### config.mk
export PLATFORM = sky130hd
export DESIGN_NAME = pfc_counter_ctrl
export DESIGN_NICKNAME = d
export VERILOG_FILES = /design/src/pfc_pkg.sv /design/src/pfc_pre_if.sv /design/src/pfc_counter_ctrl.sv /design/src/pfc_prescaler.sv
export VERILOG_INCLUDE_DIRS = /design/src /design/src/src
export SDC_FILE = /design/constraint.sdc
export NUM_CORES = 1
export LEC_CHECK = 0
export BUFFER_PORTS_ARGS = -buffer_cell sky130_fd_sc_hd__buf_2
export CORE_ASPECT_RATIO = 0.6
export CORE_MARGIN = 1
export CORE_UTILIZATION = 55
export DETAILED_ROUTE_END_ITERATION = 10
export GPL_ROUTABILITY_DRIVEN = 0
export GPL_TIMING_DRIVEN = 0
export PLACE_DENSITY = 0.77
export SYNTH_ARGS = -nofsm -noshare
export SYNTH_HDL_FRONTEND = slang
export SYNTH_SLANG_ARGS = --single-unit
### constraint.sdc
create_clock -name clk -period 4.2 [get_ports clk]
set_clock_uncertainty 0.2 [all_clocks]
set_input_delay 0.21 -clock clk [delete_from_list [all_inputs] [get_ports clk]]
set_output_delay 0.21 -clock clk [all_outputs]
set_load 0.005 [all_outputs]
### src/pfc_regs.svh
`ifndef PFC_REGS_SVH
`define PFC_REGS_SVH

// Prescaler modulus and per-decade wrap value.
`define PFC_PRESCALE      100
`define PFC_DEC_MAX       4'h9
// Reference is 1 MHz; a half-period of the gate toggle is 10^6 reference ticks.
`define PFC_REF_HZ        1000000
`define PFC_CLK_HZ        40000000
`define PFC_GATE_TICKS    1000000
// Sequence counter value that ends the hertz shift.
`define PFC_SEQ_END       4'h8
// Sequence value at which the shift moves from latched digits to prescaler digits.
`define PFC_SEQ_PRE       4'h5
// Width in clocks of the store and clear pulses.
`define PFC_PULSE_CYC     4

`endif

### src/pfc_pkg.sv
package pfc_pkg;
   typedef enum logic [2:0] {
      PFC_IDLE   = 3'b000,
      PFC_STORE1 = 3'b001,
      PFC_CLEAR1 = 3'b010,
      PFC_SHIFT  = 3'b011,
      PFC_STORE2 = 3'b100,
      PFC_CLEAR2 = 3'b101
   } pfc_state_t;
endpackage : pfc_pkg

### src/pfc_pre_if.sv
`timescale 1ns/10ps
interface pfc_pre_if;
   logic       gate;
   logic       count_pulse;
   logic       clear;
   logic [3:0] tens;
   logic [3:0] ones;
   logic       carry;
   modport ctrl (output gate, output count_pulse, output clear, input tens, input ones,
                 input carry);
   modport pre  (input gate, input count_pulse, input clear, output tens, output ones,
                 output carry);
endinterface : pfc_pre_if

### src/pfc_counter_ctrl.sv
`timescale 1ns/10ps
`include "pfc_regs.svh"
// Functional notes
// [RULE_01] Input divided by hundred before counter.
// [RULE_02] One-second gate from 1 MHz reference.
// [RULE_03] Gate runs prescaler; digits held afterward.
// [RULE_04] Counter overflow past 999999 gives carry.
// [RULE_05] Store pulse at every gate end.
// [RULE_06] Clear pulse follows the store.
// [RULE_07] Megahertz range: no loading, plain cycle.
// [RULE_08] Hertz range: toggle after clear enables loading.
// [RULE_09] Scan sync driven low after clear.
// [RULE_10] Shift latched digits two positions higher.
// [RULE_11] Sequence counter advances at digit six.
// [RULE_12] Digits two, one from prescaler.
// [RULE_13] Count eight: store, then clear.
// [RULE_14] Second clear resets toggle, prescaler, sequence.
// [RULE_15] No counting while digits shift.
module pfc_counter_ctrl #(
   parameter int GATE_TICKS = `PFC_GATE_TICKS
) (
   input  wire logic       clk,
   input  wire logic       rst,
   input  wire logic       sig_in,
   input  wire logic       ref_in,
   input  wire logic       range_select,
   input  wire logic [5:0] digit_strobe,
   input  wire logic [3:0] bcd_in,
   input  wire logic       ctr_carry,
   output logic            count_out,
   output logic            store_out,
   output logic            clear_out,
   output logic            load_counter,
   output logic [3:0]      load_data,
   output logic            scan_sync_n,
   output logic            gate,
   output logic            overflow
);
   pfc_pre_if pre ();
   pfc_prescaler u_pre (
      .clk (clk),
      .rst (rst),
      .p   (pre)
   );

   logic [2:0]  sig_sy;
   logic [2:0]  ref_sy;
   logic [2:0]  ds6_sy;
   logic [17:0] strobe_sy;
   logic [11:0] bcd_sy;
   logic        sig_lvl;
   logic        ref_lvl;
   logic        ds6_lvl;
   logic [5:0]  strobe_lvl;
   logic [19:0] ref_cnt;
   logic        gate_q;
   logic        ref_tick;
   logic        sig_edge;
   logic        ds6_rise;
   logic [5:0]  strobe_now;
   logic        strobe_start;
   logic [3:0]  pulse_cnt;
   logic        hz_toggle;
   logic [3:0]  seq;
   logic [3:0]  digit_hold [4];
   pfc_pkg::pfc_state_t state;

   function automatic logic agree(input logic [2:0] s, input logic cur);
      agree = (s[1] == s[2]) ? s[2] : cur;
   endfunction : agree

   // Three-stage synchronisers; change accepted once the last two agree.
   always_ff @(posedge clk or posedge rst) begin
      if (rst) begin
         sig_sy    <= 3'h0;
         ref_sy    <= 3'h0;
         ds6_sy    <= 3'h0;
         strobe_sy <= 18'h00000;
         bcd_sy    <= 12'h000;
         sig_lvl   <= 1'b0;
         ref_lvl   <= 1'b0;
         ds6_lvl   <= 1'b0;
         strobe_lvl <= 6'h00;
      end else begin
         sig_sy    <= {sig_sy[1:0], sig_in};
         ref_sy    <= {ref_sy[1:0], ref_in};
         ds6_sy    <= {ds6_sy[1:0], digit_strobe[5]};
         strobe_sy <= {strobe_sy[11:0], digit_strobe};
         bcd_sy    <= {bcd_sy[7:0], bcd_in};
         sig_lvl   <= agree(sig_sy, sig_lvl);
         ref_lvl   <= agree(ref_sy, ref_lvl);
         ds6_lvl   <= agree(ds6_sy, ds6_lvl);
         strobe_lvl <= strobe_now;
      end
   end

   assign sig_edge = agree(sig_sy, sig_lvl) & ~sig_lvl;
   assign ref_tick = agree(ref_sy, ref_lvl) & ~ref_lvl;
   assign ds6_rise = agree(ds6_sy, ds6_lvl) & ~ds6_lvl;
   // The whole strobe word is taken once its last two stages agree; the data
   // word has the same delay, so it is valid whenever the accepted strobe is.
   assign strobe_now   = (strobe_sy[17:12] == strobe_sy[11:6]) ? strobe_sy[17:12]
                                                               : strobe_lvl;
   assign strobe_start = (strobe_now != 6'h00) && (strobe_now != strobe_lvl);

   // [RULE_02] Divide reference by 10^6, then by two.
   always_ff @(posedge clk or posedge rst) begin
      if (rst) begin
         ref_cnt <= 20'h00000;
         gate_q  <= 1'b0;
      end else if (ref_tick) begin
         if (ref_cnt == 20'(GATE_TICKS - 1)) begin
            ref_cnt <= 20'h00000;
            gate_q  <= ~gate_q;
         end else begin
            ref_cnt <= ref_cnt + 20'h00001;
         end
      end
   end

   assign gate             = gate_q;
   assign pre.gate         = gate_q;
   // [RULE_15] Counting only while the sequencer is idle.
   assign pre.count_pulse  = sig_edge & (state == pfc_pkg::PFC_IDLE);
   assign count_out        = pre.carry;
   // [RULE_04] Carry past all nines.
   assign overflow         = ctr_carry;

   logic gate_fall;
   logic gate_d;
   always_ff @(posedge clk or posedge rst) begin
      if (rst) begin
         gate_d <= 1'b0;
      end else begin
         gate_d <= gate_q;
      end
   end
   assign gate_fall = gate_d & ~gate_q;

   // Sequencer for store, clear and the hertz shift.
   always_ff @(posedge clk or posedge rst) begin
      if (rst) begin
         state     <= pfc_pkg::PFC_IDLE;
         pulse_cnt <= 4'h0;
         hz_toggle <= 1'b0;
      end else begin
         unique case (state)
            pfc_pkg::PFC_IDLE: begin
               pulse_cnt <= 4'h0;
               // [RULE_05] Store at gate end.
               if (gate_fall) begin
                  state <= pfc_pkg::PFC_STORE1;
               end
            end
            pfc_pkg::PFC_STORE1, pfc_pkg::PFC_STORE2: begin
               if (pulse_cnt == 4'(`PFC_PULSE_CYC - 1)) begin
                  pulse_cnt <= 4'h0;
                  // [RULE_06] Clear follows store.
                  state <= (state == pfc_pkg::PFC_STORE1) ? pfc_pkg::PFC_CLEAR1
                                                          : pfc_pkg::PFC_CLEAR2;
               end else begin
                  pulse_cnt <= pulse_cnt + 4'h1;
               end
            end
            pfc_pkg::PFC_CLEAR1: begin
               if (pulse_cnt == 4'(`PFC_PULSE_CYC - 1)) begin
                  pulse_cnt <= 4'h0;
                  // [RULE_07] Megahertz: back to idle.
                  // [RULE_08] Hertz: toggle starts shift.
                  if (range_select) begin
                     hz_toggle <= 1'b1;
                     state     <= pfc_pkg::PFC_SHIFT;
                  end else begin
                     state <= pfc_pkg::PFC_IDLE;
                  end
               end else begin
                  pulse_cnt <= pulse_cnt + 4'h1;
               end
            end
            pfc_pkg::PFC_SHIFT: begin
               // [RULE_13] Eighth count ends shift.
               if (seq == `PFC_SEQ_END) begin
                  state <= pfc_pkg::PFC_STORE2;
               end
            end
            pfc_pkg::PFC_CLEAR2: begin
               if (pulse_cnt == 4'(`PFC_PULSE_CYC - 1)) begin
                  pulse_cnt <= 4'h0;
                  // [RULE_14] Second clear resets toggle.
                  hz_toggle <= 1'b0;
                  state     <= pfc_pkg::PFC_IDLE;
               end else begin
                  pulse_cnt <= pulse_cnt + 4'h1;
               end
            end
            default: begin
               state <= pfc_pkg::PFC_IDLE;
            end
         endcase
      end
   end

   assign store_out = (state == pfc_pkg::PFC_STORE1) || (state == pfc_pkg::PFC_STORE2);
   assign clear_out = (state == pfc_pkg::PFC_CLEAR1) || (state == pfc_pkg::PFC_CLEAR2);
   // [RULE_14] Prescaler cleared at second clear.
   assign pre.clear = (state == pfc_pkg::PFC_CLEAR2) &&
                      (pulse_cnt == 4'(`PFC_PULSE_CYC - 1));

   // [RULE_09] Scan sync low after each clear.
   always_ff @(posedge clk or posedge rst) begin
      if (rst) begin
         scan_sync_n <= 1'b1;
      end else if (clear_out && pulse_cnt == 4'(`PFC_PULSE_CYC - 1)) begin
         scan_sync_n <= 1'b0;
      end else if (ds6_rise || state == pfc_pkg::PFC_IDLE) begin
         scan_sync_n <= 1'b1;
      end
   end

   // [RULE_11] Sequence counter steps at digit six.
   always_ff @(posedge clk or posedge rst) begin
      if (rst) begin
         seq <= 4'h0;
      end else if (state == pfc_pkg::PFC_CLEAR2) begin
         seq <= 4'h0;
      end else if (state == pfc_pkg::PFC_SHIFT && ds6_rise && seq != `PFC_SEQ_END) begin
         seq <= seq + 4'h1;
      end
   end

   // [RULE_10] Latch digit, reload two positions up.
   // The display latch is frozen during the shift, so a digit held on an earlier
   // scan stays valid and repeated loads on later scans do no harm.
   always_ff @(posedge clk or posedge rst) begin
      if (rst) begin
         digit_hold   <= '{default: 4'h0};
         load_counter <= 1'b0;
         load_data    <= 4'h0;
      end else begin
         load_counter <= 1'b0;
         if (state == pfc_pkg::PFC_SHIFT && hz_toggle && strobe_start) begin
            for (int i = 0; i < 4; i++) begin
               if (strobe_now[i]) begin
                  digit_hold[i] <= bcd_sy[11:8];
               end
            end
            // Load rises as the strobe ends; the chip keeps the last strobed digit, so it lands there.
            if (seq >= 4'h2 && seq < `PFC_SEQ_PRE && strobe_now[5:2] != 4'h0) begin
               load_counter <= 1'b1;
               load_data    <= strobe_now[5] ? digit_hold[3] :
                               strobe_now[4] ? digit_hold[2] :
                               strobe_now[3] ? digit_hold[1] : digit_hold[0];
            end else if (seq >= `PFC_SEQ_PRE && seq < `PFC_SEQ_END &&
                         strobe_now[1:0] != 2'b00) begin
               // [RULE_12] Prescaler tens and ones.
               load_counter <= 1'b1;
               load_data    <= strobe_now[1] ? pre.tens : pre.ones;
            end
         end
      end
   end
endmodule : pfc_counter_ctrl

### src/pfc_prescaler.sv
`timescale 1ns/10ps
`include "pfc_regs.svh"
// Two-decade prescaler; counts while the gate is high and holds its digits when low.
module pfc_prescaler (
   input  wire logic clk,
   input  wire logic rst,
   pfc_pre_if.pre    p
);
   logic [3:0] ones_q;
   logic [3:0] tens_q;
   logic       carry_q;

   assign p.ones  = ones_q;
   assign p.tens  = tens_q;
   assign p.carry = carry_q;

   // [RULE_03] Gate enables counting.
   always_ff @(posedge clk or posedge rst) begin
      if (rst) begin
         ones_q  <= 4'h0;
         tens_q  <= 4'h0;
         carry_q <= 1'b0;
      end else if (p.clear) begin
         ones_q  <= 4'h0;
         tens_q  <= 4'h0;
         carry_q <= 1'b0;
      end else begin
         carry_q <= 1'b0;
         // [RULE_01] Divide by hundred.
         if (p.gate && p.count_pulse) begin
            if (ones_q == `PFC_DEC_MAX) begin
               ones_q <= 4'h0;
               if (tens_q == `PFC_DEC_MAX) begin
                  tens_q  <= 4'h0;
                  carry_q <= 1'b1;
               end else begin
                  tens_q <= tens_q + 4'h1;
               end
            end else begin
               ones_q <= ones_q + 4'h1;
            end
         end
      end
   end
endmodule : pfc_prescaler

==> metrics.md <==
| Metric | Value |
|---|---|
| Mapped Cells | 402 |
| WHS Path Cells | 4 |
| Fin. max-slew vios | 0 |
| Vias in the first global route | 3150 |
| Buffers added on ports | 25 |
| Routed met3 length | 355 um |
| Reg2reg path depth | 6 |
| RR Endpoint | load_data[2]$_DFFE_PP0P_ |
| Initial antenna violation count | 0 |
| Fill count | 616 |
| Most frequent cells in the layout | dfrtp_1, nor2_1, nand2_1 |
| Fraction of layout cells with a size suffix above 1 | 0.173 |
| Top Metal Used | met4 |
| EDFF count, synth | 0 |
| Lkg Pwr | 2.54 nW |
| Endpoints failing setup | 0 |
| Final hold violations | 0 |
| Final instance area | 5500 sq um |
| Post-synthesis sequential area ratio | 0.580 |
| Post-synthesis xor/xnor area fraction | 0.0682 |
| Finished Layout Cells | about 570 |
| Most common cell after layout, fill and taps aside | dfrtp_1 |
| Largest family of logic cells by synthesized area | simple AND/OR/NAND/NOR gates |
| Ys async rst share | 1.00 |
| Clock power share | 0.408 |
| Overflow after GRT | 0 |
| Post-Synth Simple-Gate Area | 0.162 |
| Reg2reg setup slack | around 1.5 ns |
| Switching share of power | 0.236 |
| CTS clk-pin slew, worst paths | 0.07 ns |
| Min-delay worst type | primary input to register |
| DPL Wire Length | 6.26 mm |
| M1 WL | about 4.4 mm |
| Final core utilization | 0.676 |
| Ant. Diodes | 0 |
| Htree depth | 3 |
| Die area | between 9000 and 10000 sq um |
| Hold_sp | range_select |
| CTS tree | yes |
| Final ANT Viol Nets | 0 |
| RSZ-0062 raised after global routing | no |
| Synth Area in Adders | 0.0221 |
| Internal power | 0.00173 W |
| Power density over the cells | 412 nW/um^2 |
| Post-Syn Area | approximately 4800 sq um |
| Achievable frequency | about 0.37 GHz |
| Slowest stage delay, CP | 0.58 ns |
| Setup TNS | 0 ns |
| Max cap viols | 0 |
| Routed len/inst | between 15 and 20 um |
| Clock Tree Root | clkbuf_16 |
| Ys Warns | 0 |
| Comb pwr share | 0.073 |
| Placed Instances | 536 |
| Net count after synthesis | 424 |
| Skew-Pair Late Insertion Delay | 0.35 ns |
| Via Count | 3108 |
| Switch Pwr | 0.000535 W |
| FF+latch count, synth | 110 |
| CTS Buffer Depth | 2 |
| Worst Tran Pin Value | 0.776 ns |
| Num ports | 27 |
| Final #Nets | 474 |
| Synth Area in Compound Gates | 0.0735 |
| Pin count of the biggest net entering global routing | 64 |
| Most common flop cell mapped by yosys | dfrtp_1 |
| Cell seen most often among critical-path stages | mux2i_1 |
| CTS Buf Count | 9 |
| Die X | approximately 120 um |
| Post-layout min period | 2.73 ns |
| Initial Util | 0.584 |
| 1st-iter DRT viols | 219 |
| Slowest-stage cell, CP | mux2i_1 |
| Final worst slack | roughly 1.5 ns |
| Avg Cell Area, Syn | 11.8 sq um |
| Detailed Route WL | 8.89 mm |
| Vias per cell | 5.50 |
| First-pass detailed-route iteration total | 5 |
| Gr usage total | 0.228 |
| Area growth, synth to finish | 15.8% |
| Synth unique cells | 58 |
| Placed Instance Area | 5040 sq um |
| Setup CP Type | register to register |
| CP Cell Sequence | xor2_1 > nor4_4 > and2_1 > mux2i_1 > mux2i_1 > o211ai_1 |
| Tcrit/Tclk final | 0.650 |
| Pre-CTS setup slack | 1.45 ns |
| Met2 WL | 4.04 mm |
| Sequential share of power | 0.519 |
| CP Max Fanout | 5 |
| Die Y-Extent | 74 um |
| Relative slew slack | 0.483 |
| Global-route wire length before repair | 15.3 mm |
| # clock sinks | 110 |
| DRC Markers | 0 |
| CP endpoint kind | register |
| Hold endpoint | hz_toggle$_DFFE_PP0P_ |
| CP startpoint kind | register |
| Run status | completed |
| Mux share of post-synthesis cell area | 0.0774 |
| R2r startpoint | strobe_sy[13]$_DFF_PP0_ |
| Critical path required time | around 4.2 ns |
| Core Rows | 25 |
| Max IR drop VDD | between 0.2 and 0.3 mV |
| Data arrival time of the critical path | 2.75 ns |
| Core area | 8130 sq um |
==> synthesized netlist by cell type (2+ instances only) <==
cell / n / share of area
a21oi_1: 7 / 0.0074
xor2_1: 21 / 0.039
nor3_1: 7 / 0.0074
o31ai_1: 3 / 0.0047
nor2b_1: 8 / 0.011
or4_1: 3 / 0.0047
mux2i_1: 8 / 0.017
nand4b_1: 2 / 0.0037
clkbuf_1: 8 / 0.0063
nor3b_2: 2 / 0.0053
nand2b_1: 6 / 0.0079
nor2_1: 35 / 0.028
or3_1: 2 / 0.0026
inv_1: 11 / 0.0087
o21ai_0: 14 / 0.015
a22o_1: 5 / 0.0092
xnor2_1: 16 / 0.029
nand3_1: 13 / 0.014
nor4_1: 4 / 0.0053
nand4_1: 7 / 0.0092
nor3b_1: 3 / 0.0047
mux2_2: 22 / 0.052
dfrtp_1: 109 / 0.57
a21o_1: 2 / 0.0032
nand3b_1: 3 / 0.0047
nand2_1: 33 / 0.026
o211ai_1: 4 / 0.0063
ha_1: 6 / 0.016
maj3_1: 3 / 0.0063
and2_1: 3 / 0.0039
a211oi_1: 2 / 0.0032
a22oi_1: 4 / 0.0063
==> kinds of logic (layout without fill, tap and decap cells) <==
logic type	count (synthesis)	count (layout)
adder cells (fa/ha/maj)	9	9
flip-flops	110	110
AND/OR/NAND/NOR	141	141
buffers and inverters	21	76
AO/OA/AOI/OAI	51	51
XOR/XNOR	37	37
multiplexers	33	33
==> worst max path at each step <==
stage                            startpoint                        to
CTS                 strobe_sy[13]$_DFF_PP0_  load_data[3]$_DFFE_PP0P_
detailed placement  strobe_sy[13]$_DFF_PP0_  load_data[3]$_DFFE_PP0P_
global placement                        rst    strobe_sy[7]$_DFF_PP0_
finish              strobe_sy[13]$_DFF_PP0_  load_data[2]$_DFFE_PP0P_
floorplan                               rst       bcd_sy[0]$_DFF_PP0_
global route        strobe_sy[13]$_DFF_PP0_  load_data[2]$_DFFE_PP0P_
==> flip-flops by register name, summed over array words and instances, names as in the netlist, 6 cells and up <==
name,count
strobe_sy,17
ref_cnt,20
strobe_lvl,6
digit_hold,16
bcd_sy,12
==> routing by layer <==
metal / vias to the layer above / GRT usage
li1: 1505 / -
met1: 1541 / 0.316
met2: 55 / 0.360
met3: 7 / 0.0552
met4: 0 / 0.0727
met5: - / 0
==> through the flow <==
stage / total power (W) / hold WS [ns]
3_3_place_gp: 0.00134 / 0.118
2_1_floorplan: 0.00130 / 0.0414
3_5_place_dp: 0.00135 / 0.119
6_report: 0.00226 / 0.0943
5_1_grt: 0.00236 / 0.140
4_1_cts: 0.00229 / 0.0865
==> power groups by stage <==
stage | Combinational (W) | Clock, W | Sequential, W
2_1_floorplan | 0.000125 | 0 | 0.00118
3_3_place_gp | 0.000150 | 0 | 0.00119
3_5_place_dp | 0.000158 | 0 | 0.00119
4_1_cts | 0.000169 | 0.000947 | 0.00117
5_1_grt | 0.000188 | 0.000988 | 0.00118
6_report | 0.000166 | 0.000924 | 0.00117
==> repair_timing <==
action	in CTS	in global routing
hold buffers	13	0
buffers inserted	0	0
gates resized for setup	0	0
hold endpoints to repair	73	0
==> critical path, delay by kind of cell (launching register included) <==
kind,cells,cell delay [ns]
xor gates and xnor gates,1,0.21
and+or+nand+nor,2,0.71
muxes,2,0.90
DFF,1,0.46
AOI/OAI and AO/OA,1,0.11
==> cell type report <==
cell class,count,area (sq um),area share
Clock buffer,9,225,0.0409
Sequential cell,110,2750,0.501
Tap cell,108,135,0.0246
Buffer,10,42.5,0.00773
Multi-Input combinational cell,271,1910,0.348
Clock inverter,7,104,0.0189
Timing Repair Buffer,39,283,0.0514
Inverter,11,43.8,0.00796
Power figures use the tool's default switching activity.
